### src/shared/gpdic_pkg.sv
package gpdic_pkg;

    // Bus address limits and factory default
    localparam logic [4:0] GPDIC_ADDR_MAX     = 5'h1e;
    localparam logic [4:0] GPDIC_ADDR_DEFAULT = 5'h10;

    // Interface clear minimum hold time, nanoseconds
    localparam int GPDIC_IFC_MIN_NS = 100000;
    localparam int GPDIC_CLK_NS     = 100;
    localparam int GPDIC_IFC_CYCLES = GPDIC_IFC_MIN_NS / GPDIC_CLK_NS;

    // Front panel key vector layout
    localparam int GPDIC_KEY_W     = 8;
    localparam int GPDIC_KEY_LOCAL = 0;
    localparam int GPDIC_KEY_TRIG  = 1;
    localparam int GPDIC_KEY_OUTOF = 2;

    // Trigger control source encoding
    typedef enum logic [1:0]
    {
        GPDIC_TRIG_IMM,
        GPDIC_TRIG_BUS,
        GPDIC_TRIG_MAN,
        GPDIC_TRIG_EXT
    } gpdic_trig_src_t;

    // Decoded bus command strobe codes
    typedef enum logic [3:0]
    {
        GPDIC_CMD_NONE,
        GPDIC_CMD_MLA,
        GPDIC_CMD_MTA,
        GPDIC_CMD_OTA,
        GPDIC_CMD_UNL,
        GPDIC_CMD_UNT,
        GPDIC_CMD_LLO,
        GPDIC_CMD_GTL,
        GPDIC_CMD_DCL,
        GPDIC_CMD_SDC,
        GPDIC_CMD_GET,
        GPDIC_CMD_SPE,
        GPDIC_CMD_SPD
    } gpdic_cmd_t;

endpackage : gpdic_pkg

### src/hdl/gpdic_srq.sv
`timescale 1ns/1ps
module gpdic_srq
    import gpdic_pkg::*;
(
    input  wire logic clk_sys,
    input  wire logic rst_n,
    input  wire logic srq_cond,
    input  wire logic poll_read,
    output logic      srq_active
);

    logic srq_q;
    logic srq_d;

    // Set on new condition; held until poll read or conditions gone
    always_comb
    begin
        srq_d = srq_q;
        if (!srq_cond)
            srq_d = 1'b0;
        else if (poll_read)
            srq_d = 1'b0;
        else
            srq_d = 1'b1;
    end

    // A read only drops the flag until the condition rises again
    logic cond_q;
    always_ff @(posedge clk_sys)
    begin
        if (!rst_n)
            cond_q <= 1'b0;
        else
            cond_q <= srq_cond;
    end

    always_ff @(posedge clk_sys)
    begin
        if (!rst_n)
            srq_q <= 1'b0;
        else if (srq_cond && !cond_q)
            srq_q <= 1'b1; // Rising condition wins over read
        else if (!srq_cond || poll_read)
            srq_q <= srq_d;
    end

    assign srq_active = srq_q;

    a_srq_poll_clear: assert property (@(posedge clk_sys) disable iff (!rst_n)
        (poll_read && cond_q && srq_cond) |=> !srq_active)
        else $error("srq stayed on after poll read");

    a_srq_cond_clear: assert property (@(posedge clk_sys) disable iff (!rst_n)
        (!srq_cond) |=> !srq_active)
        else $error("srq stayed on with no condition");

endmodule : gpdic_srq

### src/hdl/gpdic_ctrl.sv
`timescale 1ns/1ps
// Operation
// - Remote entered only when addressed to listen while remote enable true.
// - Reading commands accepted only while in remote state.
// - Interface clear forces local, talker idle, listener idle.
// - Interface clear leaves settings, data and event registers untouched.
// - Local lockout disables all front-panel keys except output-off; here the trigger key also stays live with manual trigger source.
// - Lockout cancelled by go-to-local and by power cycle.
// - Go-to-local moves remote device to local, re-enables keys.
// - Universal device clear acted on without being addressed.
// - Device clear flushes buffers, cancels deferred and blocking commands.
// - Device clear leaves settings and stored data unchanged.
// - Selective device clear acts only when device is addressed.
// - Group trigger advances trigger model only with bus trigger source.
// - Status byte returned on serial poll at any time.
// - In remote, every front-panel key except local is locked out.
// - Manual trigger source keeps trigger key active in remote.
// - Talker active on own talk address; idle on untalk, listen, clear.
// - Listener active on own listen address; idle on unlisten, talk, clear.
// - Service request held until poll read or causes cleared.
// - Local key cancels remote, indicator off, restores normal display.
// - Local key ignored while local lockout in effect.
// - Primary address 0 to 30, default 16; only matching addresses answered.
module gpdic_ctrl
    import gpdic_pkg::*;
#(
    parameter int IFC_CYCLES = GPDIC_IFC_CYCLES
)
(
    input  wire logic                         clk_sys,
    input  wire logic                         rst_n,
    input  wire logic                         ren,
    input  wire logic                         ifc,
    input  wire logic                         cmd_valid,
    input  wire gpdic_pkg::gpdic_cmd_t        cmd,
    input  wire logic [4:0]                   cmd_addr,
    input  wire logic                         addr_wr,
    input  wire logic [4:0]                   addr_wdata,
    input  wire gpdic_pkg::gpdic_trig_src_t   trig_src,
    input  wire logic [GPDIC_KEY_W-1:0]       key_raw,
    input  wire logic                         reading_cmd,
    input  wire logic [7:0]                   status_byte,
    input  wire logic                         srq_cond,
    output logic [4:0]                        bus_addr,
    output logic                              remote_state_indicator,
    output logic                              listener_active_indicator,
    output logic                              talker_active,
    output logic                              lockout,
    output logic [GPDIC_KEY_W-1:0]            key_enabled,
    output logic                              reading_accept,
    output logic                              dev_clear,
    output logic                              bus_trigger,
    output logic                              display_restore,
    output logic                              poll_mode,
    output logic [7:0]                        poll_byte,
    output logic                              srq_active
);
    import gpdic_pkg::*;

    // A zero hold count would let every glitch on ifc act as a clear
    if (IFC_CYCLES < 1)
    begin : g_bad_ifc_cycles
        $error("IFC_CYCLES must be at least one");
    end

    // Interface clear is qualified by its hold time so glitches do nothing
    logic [$clog2(IFC_CYCLES+1)-1:0] ifc_cnt_q;
    logic                            ifc_hit;

    always_ff @(posedge clk_sys)
    begin
        if (!rst_n)
            ifc_cnt_q <= '0;
        else if (!ifc)
            ifc_cnt_q <= '0;
        else if (ifc_cnt_q != IFC_CYCLES[$clog2(IFC_CYCLES+1)-1:0])
            ifc_cnt_q <= ifc_cnt_q + 1'b1;
    end

    assign ifc_hit = (ifc_cnt_q == IFC_CYCLES[$clog2(IFC_CYCLES+1)-1:0]);

    // Address match helper used by talk and listen decode
    function automatic logic addr_match(input logic [4:0] a, input logic [4:0] mine);
        addr_match = (a == mine);
    endfunction : addr_match

    // Programmable primary address; out-of-range writes are dropped
    logic [4:0] addr_q;

    always_ff @(posedge clk_sys)
    begin
        if (!rst_n)
            addr_q <= GPDIC_ADDR_DEFAULT;
        else if (addr_wr && addr_wdata <= GPDIC_ADDR_MAX)
            addr_q <= addr_wdata;
    end

    assign bus_addr = addr_q;

    // Command decode strobes
    logic c_mla;
    logic c_mta;
    logic c_local_key;

    assign c_mla = cmd_valid && cmd == GPDIC_CMD_MLA && addr_match(cmd_addr, addr_q);
    assign c_mta = cmd_valid && cmd == GPDIC_CMD_MTA && addr_match(cmd_addr, addr_q);
    assign c_local_key = key_raw[GPDIC_KEY_LOCAL];

    // Listener state
    logic lsn_q;

    always_ff @(posedge clk_sys)
    begin
        if (!rst_n)
            lsn_q <= 1'b0;
        else if (ifc_hit)
            lsn_q <= 1'b0;
        else if (c_mla)
            lsn_q <= 1'b1;
        else if (c_mta)
            lsn_q <= 1'b0;
        else if (cmd_valid && cmd == GPDIC_CMD_UNL)
            lsn_q <= 1'b0;
    end

    // Talker state; another device's talk address also idles us
    logic tlk_q;

    always_ff @(posedge clk_sys)
    begin
        if (!rst_n)
            tlk_q <= 1'b0;
        else if (ifc_hit)
            tlk_q <= 1'b0;
        else if (c_mta)
            tlk_q <= 1'b1;
        else if (c_mla)
            tlk_q <= 1'b0;
        else if (cmd_valid && (cmd == GPDIC_CMD_UNT || cmd == GPDIC_CMD_OTA))
            tlk_q <= 1'b0;
    end

    // Lockout latch; reset stands in for a power cycle
    logic llo_q;

    always_ff @(posedge clk_sys)
    begin
        if (!rst_n)
            llo_q <= 1'b0;
        else if (!ren)
            llo_q <= 1'b0;
        else if (cmd_valid && cmd == GPDIC_CMD_GTL && lsn_q)
            llo_q <= 1'b0;
        else if (cmd_valid && cmd == GPDIC_CMD_LLO)
            llo_q <= 1'b1;
    end

    // Remote state; interface clear drops remote
    logic rem_q;
    logic local_ok;

    assign local_ok = c_local_key && !llo_q;

    always_ff @(posedge clk_sys)
    begin
        if (!rst_n)
            rem_q <= 1'b0;
        else if (!ren)
            rem_q <= 1'b0;
        else if (ifc_hit)
            rem_q <= 1'b0;
        else if (cmd_valid && cmd == GPDIC_CMD_GTL && lsn_q)
            rem_q <= 1'b0;
        else if (local_ok && rem_q)
            rem_q <= 1'b0;
        else if (c_mla)
            rem_q <= 1'b1;
    end

    // Display restore pulse when the local key leaves remote
    logic disp_q;

    always_ff @(posedge clk_sys)
    begin
        if (!rst_n)
            disp_q <= 1'b0;
        else
            disp_q <= local_ok && rem_q && ren && !ifc_hit;
    end

    // Front-panel gating: output-off live under lockout, trigger live on manual
    always_comb
    begin
        key_enabled = '1;
        if (llo_q)
        begin
            key_enabled = '0;
            key_enabled[GPDIC_KEY_OUTOF] = 1'b1;
        end
        else if (rem_q)
        begin
            key_enabled = '0;
            key_enabled[GPDIC_KEY_LOCAL] = 1'b1;
        end
        if ((rem_q || llo_q) && trig_src == GPDIC_TRIG_MAN)
            key_enabled[GPDIC_KEY_TRIG] = 1'b1;
    end

    // Device clear pulse; settings and data live elsewhere and are untouched
    logic dcl_q;

    always_ff @(posedge clk_sys)
    begin
        if (!rst_n)
            dcl_q <= 1'b0;
        else
            dcl_q <= cmd_valid && (cmd == GPDIC_CMD_DCL
                     || (cmd == GPDIC_CMD_SDC && lsn_q));
    end

    // Bus trigger pulse
    logic get_q;

    always_ff @(posedge clk_sys)
    begin
        if (!rst_n)
            get_q <= 1'b0;
        else
            get_q <= cmd_valid && cmd == GPDIC_CMD_GET && lsn_q
                     && trig_src == GPDIC_TRIG_BUS;
    end

    // Serial poll mode and captured byte
    logic       spm_q;
    logic [7:0] pbyte_q;
    logic       poll_read;

    always_ff @(posedge clk_sys)
    begin
        if (!rst_n)
            spm_q <= 1'b0;
        else if (ifc_hit)
            spm_q <= 1'b0;
        else if (cmd_valid && cmd == GPDIC_CMD_SPE)
            spm_q <= 1'b1;
        else if (cmd_valid && cmd == GPDIC_CMD_SPD)
            spm_q <= 1'b0;
    end

    // Byte captured with the request bit folded into bit 6
    always_ff @(posedge clk_sys)
    begin
        if (!rst_n)
            pbyte_q <= 8'h00;
        else if (spm_q && c_mta)
            pbyte_q <= {status_byte[7], srq_active, status_byte[5:0]};
    end

    // Poll read happens when addressed to talk while in poll mode
    assign poll_read = spm_q && c_mta;

    gpdic_srq u_srq
    (
        .clk_sys    (clk_sys),
        .rst_n      (rst_n),
        .srq_cond   (srq_cond),
        .poll_read  (poll_read),
        .srq_active (srq_active)
    );

    // Settings, data and event registers have no path from ifc here
    assign reading_accept = reading_cmd && rem_q;

    assign remote_state_indicator    = rem_q;
    assign listener_active_indicator = lsn_q;
    assign talker_active             = tlk_q;
    assign lockout                   = llo_q;
    assign dev_clear                 = dcl_q;
    assign bus_trigger               = get_q;
    assign display_restore           = disp_q;
    assign poll_mode                 = spm_q;
    assign poll_byte                 = pbyte_q;

    a_rem_needs_mla: assert property (@(posedge clk_sys) disable iff (!rst_n)
        $rose(remote_state_indicator) |-> $past(c_mla) && $past(ren))
        else $error("remote entered without listen address");

    a_read_gate: assert property (@(posedge clk_sys) disable iff (!rst_n)
        reading_accept |-> remote_state_indicator)
        else $error("reading accepted in local");

    a_ifc_idle: assert property (@(posedge clk_sys) disable iff (!rst_n)
        ifc_hit |=> !remote_state_indicator && !listener_active_indicator
                    && !talker_active)
        else $error("interface clear did not idle");

    a_llo_keys: assert property (@(posedge clk_sys) disable iff (!rst_n)
        lockout |-> key_enabled[GPDIC_KEY_OUTOF] && !key_enabled[GPDIC_KEY_LOCAL])
        else $error("lockout key gating wrong");

    a_gtl_local: assert property (@(posedge clk_sys) disable iff (!rst_n)
        (cmd_valid && cmd == GPDIC_CMD_GTL && lsn_q) |=> !remote_state_indicator
                                                         && !lockout)
        else $error("go to local ignored");

    a_dcl_pulse: assert property (@(posedge clk_sys) disable iff (!rst_n)
        (cmd_valid && cmd == GPDIC_CMD_DCL) |=> dev_clear)
        else $error("device clear missed");

    a_get_source: assert property (@(posedge clk_sys) disable iff (!rst_n)
        bus_trigger |-> $past(trig_src) == GPDIC_TRIG_BUS)
        else $error("trigger without bus source");

    a_remote_keys: assert property (@(posedge clk_sys) disable iff (!rst_n)
        (remote_state_indicator && !lockout) |-> key_enabled[GPDIC_KEY_LOCAL]
        && (key_enabled[GPDIC_KEY_TRIG] == (trig_src == GPDIC_TRIG_MAN)))
        else $error("remote key gating wrong");

    a_local_ignored: assert property (@(posedge clk_sys) disable iff (!rst_n)
        (lockout && remote_state_indicator && ren && !ifc_hit && !cmd_valid)
        |=> remote_state_indicator)
        else $error("local key acted under lockout");

    a_ren_drop: assert property (@(posedge clk_sys) disable iff (!rst_n)
        !ren |=> !remote_state_indicator && !lockout)
        else $error("remote kept with ren false");

    a_sdc_addressed: assert property (@(posedge clk_sys) disable iff (!rst_n)
        (cmd_valid && cmd == GPDIC_CMD_SDC && !lsn_q) |=> !dev_clear)
        else $error("selective clear acted while unaddressed");

    a_ota_idle: assert property (@(posedge clk_sys) disable iff (!rst_n)
        (cmd_valid && cmd == GPDIC_CMD_OTA) |=> !talker_active)
        else $error("talker kept after other talk address");

    a_talk_listen_excl: assert property (@(posedge clk_sys) disable iff (!rst_n)
        !(talker_active && listener_active_indicator))
        else $error("talker and listener both active");

    a_remote_outoff: assert property (@(posedge clk_sys) disable iff (!rst_n)
        (remote_state_indicator && !lockout) |-> !key_enabled[GPDIC_KEY_OUTOF])
        else $error("output-off key live in remote");

endmodule : gpdic_ctrl

### config.mk
export PLATFORM = sky130hd
export DESIGN_NAME = gpdic_ctrl
export DESIGN_NICKNAME = d
export VERILOG_FILES = /design/src/shared/gpdic_pkg.sv /design/src/hdl/gpdic_srq.sv /design/src/hdl/gpdic_ctrl.sv
export SDC_FILE = /design/constraint.sdc
export NUM_CORES = 1
export LEC_CHECK = 0
export BUFFER_PORTS_ARGS = -buffer_cell sky130_fd_sc_hd__buf_2
export CAP_MARGIN = 15
export CORE_MARGIN = 2
export CORE_UTILIZATION = 46
export CTS_CLUSTER_SIZE = 12
export DETAILED_ROUTE_END_ITERATION = 12
export PLACE_DENSITY = 0.79
export SLEW_MARGIN = 20
export SYNTH_ARGS = -nofsm -noshare
export SYNTH_HDL_FRONTEND = slang
export SYNTH_SLANG_ARGS = --single-unit
### constraint.sdc
create_clock -name clk_sys -period 1.9 [get_ports clk_sys]
set_input_delay 0.38 -clock clk_sys [delete_from_list [all_inputs] [get_ports clk_sys]]
set_output_delay 0.38 -clock clk_sys [all_outputs]
set_load 0.02 [all_outputs]
* Yosys cells after proc, flatten, opt, wreduce, memory -nomap -nowiden
Cells that the tools add are included.
Storage, ports and cells: flip-flop bits (word level) 33, input port bits 40, logic and storage cells 90
Cells by class: $add $sub $neg 1, magnitude comparators 1, equal/unequal tests 17, multiplexer cells 15, bitwise gates (word level) 2, reductions and logical operators 41
Operator list (number):
- $logic_and 1x1->1 | 25
- $eq 4x4->1 const B | 5
- $eq 4x3->1 const B | 4
- $mux 8 | 2
- $mux 1 | 13
- $add 10x1->10 const B | 1
- $eq 10x10->1 const B | 1
- $ne 10x10->1 const B | 1
- $eq 4x2->1 const B | 2
- $reduce_bool 3->1 | 2
- $eq 5x5->1 | 1
- $le 5x5->1 const B | 1
- $reduce_or 5->1 | 1
- $eq 4x1->1 const B | 1
- $logic_not 1->1 | 4
- $logic_or 1x1->1 | 4
- $reduce_bool 2->1 | 2
- $reduce_or 3->1 | 1
- $eq 2x1->1 const B | 1
- $eq 2x2->1 const B | 1
- $not 1->1 | 2
- $reduce_and 2->1 | 1
- $reduce_or 2->1 | 1

* Depth between registers and ports, before layout
Gate-level depths: netlist of the first run.
depth in word-level cells 8, depth in mapped cells 6, gate-level depth less buffers 6

* Hierarchy
A second synthesis of the first run with hierarchy kept.
Unflattened totals: cell total of the unflattened synthesis 180, area, all modules 1612.8 um^2
Modules (own cells, without submodules):
- gpdic_ctrl | instances 1, cells each 175, area an instance 1539.0 um^2
- gpdic_srq | instances 1, cells each 5, area an instance 73.8 um^2

* Worst setup path before layout of the first run
Ideal clock, no wire load.
kind register -> output, start register rem_q (netlist: remote_state_indicator), end output port key_enabled[4], data arrival time 1086 ps, data required time 1520 ps, slack 434 ps, stages on the path, launching flop included 3, path buffers 1, cell sequence dfxtp_1 > nor2_1 > buf_4
On the way: cells in the longest elaborated chain, start to end 2
Ends and longest elaborated chain:
- start, declared | RTL line gpdic_ctrl.sv:159 | logic rem_q;
- start signal, assigned | RTL line gpdic_ctrl.sv:167 | rem_q <= 1'b0;
- start signal, assigned | RTL line gpdic_ctrl.sv:169 | rem_q <= 1'b0;
- start signal, assigned | RTL line gpdic_ctrl.sv:171 | rem_q <= 1'b0;
- $mux 8 | RTL line gpdic_ctrl.sv:200 | else if (rem_q)
- $mux 8 | RTL line gpdic_ctrl.sv:195 | if (llo_q)
- end, declared | RTL line gpdic_ctrl.sv:49 | output logic [GPDIC_KEY_W-1:0] key_enabled,
No other way between the ends.

* Final worst setup path of the first run
start register rem_q (netlist: remote_state_indicator), end output port key_enabled[3]
The elaborated chain is that of the path after synthesis.

==> run summary, run 1 <==
OUTCOME
------------------------------------------------------------------------------
Result of the run ...............................................    completed

SYNTH
------------------------------------------------------------------------------
Xor-xnor portion of the synthesized cell area ...................       0.0563
Largest family of logic cells by synthesized area ............... simple AND/OR/NAND/NOR gates
Synthesized area ................................................    1560 um^2
Synthesized netlist net count ...................................          220
Post-synthesis mux area share ...................................       0.0386
Leading cell type by number of instances after synthesis ........      dfxtp_1
Area leader, netlist ............................................      dfxtp_1
Largest cells by area after synthesis ........................... dfxtp_1 42%, nand3_1 4.8%, o21ai_0 4.5%
Part of the Yosys area used for sequential elements .............        0.424
Most used standard cells in the synthesized netlist ............. 33 x dfxtp_1, 15 x nand3_1, 14 x o21ai_0
Simple-gate share of the synthesized area .......................        0.237
Top-area cell type share of the netlist area ....................        0.424
Syn_area_per_cell ...............................................    8.74 um^2
Complex-gate fraction of the synthesized area ...................        0.166
Post-Synth Adder-Cell Area ......................................       0.0161
Number of instances in the synthesized netlist ..................          178
Count of synthesis-stage warnings from yosys ....................            0
Post-synthesis sequential element count .........................           33
Async S/R FF share, synth .......................................            0
Dominant synthesized flop cell ..................................      dfxtp_1
Number of enable-type register cells in the synthesized netlist .            0
Distinct cells, synth ...........................................           40

FINAL LAYOUT
------------------------------------------------------------------------------
Area of combinational cells with multiple inputs ................     801 um^2
Footprint of the flip-flops and latches .........................     661 um^2
Number of nets at the end of the flow ...........................          282
Fill count ......................................................          296
Area growth from synthesis to final layout ......................        24.0%
Antenna diodes ..................................................            0
Fraction of layout instances using a drive strength above 1 .....        0.303

SETUP PATH
------------------------------------------------------------------------------
Internal reg-to-reg setup slack .................................       390 ps
Largest incremental delay on the critical path ..................       380 ps
Critical register-to-register path startpoint ................... ifc_cnt_q[0]$_SDFFE_PN0P_
Largest driver fanout on the critical path ......................            7
Critical R2R Capture ............................................ poll_mode$_SDFFE_PP0P_
CP Capture Type .................................................   output pin
Cells traversed along the worst timing path ..................... nor2_1 -> buf_2
Worst Setup Start Kind ..........................................    flip-flop
Required time of the critical path ..............................      1520 ps
Worst EP arrival ................................................      1130 ps
Worst setup path class ..........................................      reg2out
Critical Path End ............................................... key_enabled[3]
Number of cells on the worst reg-to-reg path ....................            6
Worst Setup SP .................................................. remote_state_indicator$_SDFFE_PP0P_
Master of the slowest instance on the critical path .............      dfxtp_1

DRT
------------------------------------------------------------------------------
Count of vias placed by the detailed router .....................        1,487
Antenna-violating nets left .....................................            0
Routed via count divided by cell count ..........................         5.18
DRC violations left .............................................            0
First-pass iteration count of the detailed router ...............            4
Final routed wirelength across all metal layers .................      3440 um
Starting DRT DRC Count ..........................................           91
Drt wl/cell .....................................................      12.0 um

STA
------------------------------------------------------------------------------
Final Slew Violations ...........................................            0
Count of endpoints failing hold in the final timing report ......            0
Sum of negative setup slack .....................................         0 ps
Fmax achieved ...................................................      660 MHz
Tightest slew margin relative to the limit ......................        0.672
Setup Viol. Count Final .........................................            0
Part of the cycle the worst path needs ..........................        0.797
Transition time at the pin with the least slew margin ...........       488 ps
RSZ-0062 raised after global routing ............................           no
Minimum period implied by the final worst setup slack ...........      1510 ps
PnR worst setup slack ...........................................       386 ps
Setup Skew ......................................................      5.76 ps

PLACE
------------------------------------------------------------------------------
Pre-CTS setup slack .............................................       334 ps
Global placer's final weighted congestion .......................        0.863
Buffers on Ports ................................................           62
HPWL after detailed placement ...................................      2550 um

GLOBAL ROUTING
------------------------------------------------------------------------------
Initial antenna violation count .................................            0
Maximum number of pins on one net before global-route repair ....           21
Vias in the first global route ..................................        1,356
Remaining global-route overflow .................................            0
First-pass GRT wire length ......................................      5890 um
Total Routing Usage GR ..........................................        0.189

CLOCK TREE
------------------------------------------------------------------------------
Post-CTS Setup Inserts ..........................................            0
Post-CTS sizing .................................................            0
Number of buffers inserted by hold repair at cts ................            0
Clock root buffer ...............................................     clkbuf_4
Clock Pin Slew Worst Setup and Hold Paths .......................        90 ps
Worst skew pair latency .........................................       330 ps
Depth of the CTS H-tree .........................................            2
Number of buffers inserted during clock tree synthesis ..........            5
Buffer levels on the longest clock path .........................            2
Clock sink count ................................................           33
TritonCTS clock tree ............................................        built

POWER AND IR DROP
------------------------------------------------------------------------------
Final Total Pwr .................................................    0.00123 W
VDD IR max ......................................................     0.326 mV
PD cells ........................................................  638 nW/um^2
Static Leakage ..................................................     0.801 nW

RUN
------------------------------------------------------------------------------
Max Cap Violations ..............................................            0

FLOORPLAN
------------------------------------------------------------------------------
Die footprint ...................................................    3870 um^2
Die Height ......................................................      62.2 um
Die X-Extent ....................................................      62.2 um
Number of I/O pins ..............................................           71
Floorplan core area .............................................    3280 um^2
Initial standard-cell utilization of the core ...................        0.474
FP Rows .........................................................           21

WORST HOLD PATH
------------------------------------------------------------------------------
Path class of the lowest-slack min-delay path ...................       in2reg

==> worst max-delay path, delay by kind of cell, from the launching register on <==
kind | cells | cell delay, ps
and+or+nand+nor | 1 | 220
buffers and inverters | 1 | 210
DFF | 1 | 380
==> stage by stage <==
stage | utilization | hold slack, ps | area, um^2 | instances
3_5_place_dp | 0.573 | 408 | 1880 | 279
3_3_place_gp | 0.573 | 397 | 1880 | 279
4_1_cts | 0.588 | 206 | 1930 | 287
5_1_grt | 0.588 | 194 | 1930 | 287
6_report | 0.588 | 218 | 1930 | 287
2_1_floorplan | - | 393 | 1560 | 178
==> registers in the layout (all words and copies together), names as in the netlist <==
signal                     count
u_srq.cond_q                   1
bus_trigger                    1
display_restore                1
dev_clear                      1
poll_byte                      8
u_srq.srq_active               1
poll_mode                      1
lockout                        1
talker_active                  1
bus_addr                       5
ifc_cnt_q                     10
listener_active_indicator      1
remote_state_indicator         1
==> kinds of logic (layout without fill, tap and decap cells) <==
kind of cell             count (synthesis)  in the layout
adder cells (fa/ha/maj)                  2              2
buffers and inverters                   19             82
XOR/XNOR                                10             10
AND/OR/NAND/NOR                         66             66
AO/OA/AOI/OAI                           42             42
flip-flops                              33             33
multiplexers                             6              6
==> final cells by class <==
class                   count  share of cell area
well taps                  46              0.0298
flip-flops and latches     33               0.342
repair buffers             64               0.169
clock buffers               8              0.0253
inverters                  10              0.0194
multi-input cells         126               0.415
==> placed cells by master (no fill, tap or decap), drive strengths merged, types with 4 or more instances in the layout <==
master / synthesis / final
a21oi: 8 / 8
a21boi: 9 / 9
nand3: 15 / 15
nand2b: 4 / 4
inv: 10 / 10
nor2: 11 / 11
dfxtp: 33 / 33
clkbuf: 2 / 8
nand2: 9 / 9
mux2i: 6 / 6
buf: 7 / 64
xnor2: 8 / 8
o21ai: 15 / 15
==> how the worst min path moves through the flow <==
stage | to | cells past startpoint | from | slack, ps
floorplan | u_srq.srq_active$_SDFFE_PN0P_ | 1 | u_srq.cond_q$_SDFF_PN0_ | 390
global placement | u_srq.srq_active$_SDFFE_PN0P_ | 1 | u_srq.cond_q$_SDFF_PN0_ | 400
detailed placement | u_srq.srq_active$_SDFFE_PN0P_ | 1 | u_srq.cond_q$_SDFF_PN0_ | 410
CTS | bus_trigger$_SDFF_PN0_ | 2 | trig_src[1] | 210
global route | bus_trigger$_SDFF_PN0_ | 2 | trig_src[1] | 190
finish | bus_trigger$_SDFF_PN0_ | 2 | trig_src[1] | 220
==> metal layers <==
| metal | vias up | track usage | wire length (um) |
|---|---|---|---|
| li1 | 755 | - | - |
| met1 | 684 | 0.224 | 1590 |
| met2 | 42 | 0.306 | 1600 |
| met3 | 6 | 0.0707 | 210 |
| met4 | 0 | 0.0861 | 37 |
| met5 | - | 0 | 0 |
==> power by group <==
part           internal, W  switching [W]  leakage [nW]
Sequential        0.000703     0.00000998         0.268
Combinational    0.0000631      0.0000779         0.507
Clock             0.000147       0.000230        0.0265
Power figures use the tool's default switching activity.
==> run 2, diff against run 1 <==
==> constraint.sdc (replaced) <==
create_clock -name clk_sys -period 1.5 [get_ports clk_sys]
set_input_delay 0.3 -clock clk_sys [delete_from_list [all_inputs] [get_ports clk_sys]]
set_output_delay 0.3 -clock clk_sys [all_outputs]
set_load 0.02 [all_outputs]
==> run summary, run 2 (synthesis gave the netlist of run 1 again) <==
OUTCOME
-------------------------------------------------------------------------------------
Result of the run ......................................................    completed

WORST HOLD PATH
-------------------------------------------------------------------------------------
Path class of the lowest-slack min-delay path ..........................       in2reg

DRT
-------------------------------------------------------------------------------------
DRC violations left ....................................................            0
Starting DRT DRC Count .................................................           59
Count of vias placed by the detailed router ............................        1,509
Final routed wirelength across all metal layers ........................      3400 um
Antenna-violating nets left ............................................            0
Routed via count divided by cell count .................................         5.15
First-pass iteration count of the detailed router ......................            4
Drt wl/cell ............................................................      11.6 um

GLOBAL ROUTING
-------------------------------------------------------------------------------------
Total Routing Usage GR .................................................        0.183
Vias in the first global route .........................................        1,385
First-pass GRT wire length .............................................      5770 um
Initial antenna violation count ........................................            0
Remaining global-route overflow ........................................            0
Maximum number of pins on one net before global-route repair ...........           15

PLACE
-------------------------------------------------------------------------------------
Standard cell area after detailed placement ............................    1920 um^2
HPWL after detailed placement ..........................................      2550 um
Global placer's final weighted congestion ..............................        0.829
Buffers on Ports .......................................................           62
Pre-CTS setup slack ....................................................      70.3 ps
Number of placed instances, taps included ..............................          284

FLOORPLAN
-------------------------------------------------------------------------------------
Die Height .............................................................      62.2 um
Initial standard-cell utilization of the core ..........................        0.474
Number of I/O pins .....................................................           71
Die footprint ..........................................................    3870 um^2
Die X-Extent ...........................................................      62.2 um
Floorplan core area ....................................................    3280 um^2
FP Rows ................................................................           21

STA
-------------------------------------------------------------------------------------
RSZ-0062 raised after global routing ...................................          yes
Smallest hold slack ....................................................       126 ps
Fmax achieved ..........................................................      712 MHz
Part of the cycle the worst path needs .................................        0.937
Count of endpoints failing hold in the final timing report .............            0
Transition time at the pin with the least slew margin ..................       331 ps
Setup Viol. Count Final ................................................            0
Final Slew Violations ..................................................            0
Tightest slew margin relative to the limit .............................        0.774
Minimum period implied by the final worst setup slack ..................      1410 ps
PnR worst setup slack ..................................................      94.9 ps
Setup Skew .............................................................      11.0 ps

FINAL LAYOUT
-------------------------------------------------------------------------------------
Register ranked first by flip-flop count ...............................    ifc_cnt_q
Number of non-filler instances in the completed layout .................          293
Max FFs per register ...................................................           10
Commonest cells after routing, fill and taps aside ..................... 62 x buf_2, 30 x dfxtp_1, 15 x nand3_1
Most frequent standard cell in the layout excluding fill and tap cells .        buf_2
Fill count .............................................................          301
Area growth from synthesis to final layout .............................        28.3%
Antenna diodes .........................................................            0
Fin area ...............................................................    2000 um^2
Fraction of layout instances using a drive strength above 1 ............        0.348
Number of nets at the end of the flow ..................................          288

RUN
-------------------------------------------------------------------------------------
Max Cap Violations .....................................................            0

CLOCK TREE
-------------------------------------------------------------------------------------
Depth of the CTS H-tree ................................................            2
TritonCTS clock tree ...................................................        built
Clock root buffer ......................................................     clkbuf_4
Number of buffers inserted during clock tree synthesis .................            5
Worst skew pair latency ................................................       340 ps
Buffer levels on the longest clock path ................................            2
Clock sink count .......................................................           33
Clock Pin Slew Worst Setup and Hold Paths ..............................       110 ps

SETUP PATH
-------------------------------------------------------------------------------------
Required time of the critical path .....................................      1730 ps
CP Capture Type ........................................................    flip-flop
Worst Setup Start Kind .................................................    flip-flop
Worst setup path class .................................................      reg2reg
Largest driver fanout on the critical path .............................            5
Worst EP arrival .......................................................      1640 ps

POWER AND IR DROP
-------------------------------------------------------------------------------------
Internal Power .........................................................    0.00116 W
PD cells ...............................................................  783 nW/um^2
Register share of total power ..........................................        0.578
Switching power share of the total .....................................        0.260
Static Leakage .........................................................     0.846 nW
Combinational Power Share ..............................................        0.121
VDD IR max .............................................................     0.463 mV
Fraction of power consumed by the clock network ........................        0.301
Power dissipated by switching net loads ................................   0.000407 W

==> run 2: metrics by stage <==
| stage | setup TNS [ps] | power (W) | util |
|---|---|---|---|
| 5_1_grt | -33.1 | 0.00165 | 0.608 |
| 6_report | 0 | 0.00156 | 0.608 |
| 4_1_cts | 0 | 0.00158 | 0.600 |
| 2_1_floorplan | 0 | 0.00102 | - |
| 3_3_place_gp | 0 | 0.00111 | 0.584 |
| 3_5_place_dp | 0 | 0.00111 | 0.584 |
==> run 2: repair_timing <==
| action | CTS | global route |
|---|---|---|
| resized for setup | 0 | 7 |
| hold buffers | 0 | 0 |
| buffers inserted | 0 | 1 |
| endpoints found under the setup margin | 0 | 18 |
==> run 2: final timing paths <==
| check | from | end | slack (ps) | cells past startpoint |
|---|---|---|---|---|
| min | trig_src[1] | bus_trigger$_SDFF_PN0_ | 130 | 2 |
| min reg2reg | u_srq.cond_q$_SDFF_PN0_ | u_srq.srq_active$_SDFFE_PN0P_ | 430 | 1 |
| max reg2reg | ifc_cnt_q[0]$_SDFFE_PN0P_ | poll_mode$_SDFFE_PP0P_ | 90 | 6 |
| max | ifc_cnt_q[0]$_SDFFE_PN0P_ | poll_mode$_SDFFE_PP0P_ | 90 | 6 |
==> run 2: area by class of cell <==
class / count / area, um^2 / share of cell area
clock buffers: 6 / 41.3 / 0.0207
clock inverters: 2 / 10.0 / 0.00501
inverters: 10 / 37.5 / 0.0188
multi-input cells: 126 / 816 / 0.409
flip-flops and latches: 33 / 664 / 0.333
well taps: 46 / 57.6 / 0.0288
repair buffers: 70 / 370 / 0.185
==> run 2: power groups by stage <==
stage | Clock, W | Combinational [W] | Sequential [W]
floorplan | 0 | 0.0000872 | 0.000935
global placement | 0 | 0.000184 | 0.000923
detailed placement | 0 | 0.000187 | 0.000923
CTS | 0.000488 | 0.000188 | 0.000903
global route | 0.000535 | 0.000208 | 0.000906
finish | 0.000471 | 0.000189 | 0.000903
==> run 2: critical path: stages (launching register included) <==
cell and delay, ps:
dfxtp_2 340, inv_1 80, ha_1 140, nand2b_1 90
nor3b_4 320, nand2b_1 250, nor3_1 90
==> run 2: per-layer routing <==
layer | up-vias | track usage | part of all wire
li1 | 767 | - | -
met1 | 688 | 0.216 | 0.46
met2 | 49 | 0.304 | 0.46
met3 | 5 | 0.0616 | 0.063
met4 | 0 | 0.0750 | 0.016
met5 | - | 0 | 0
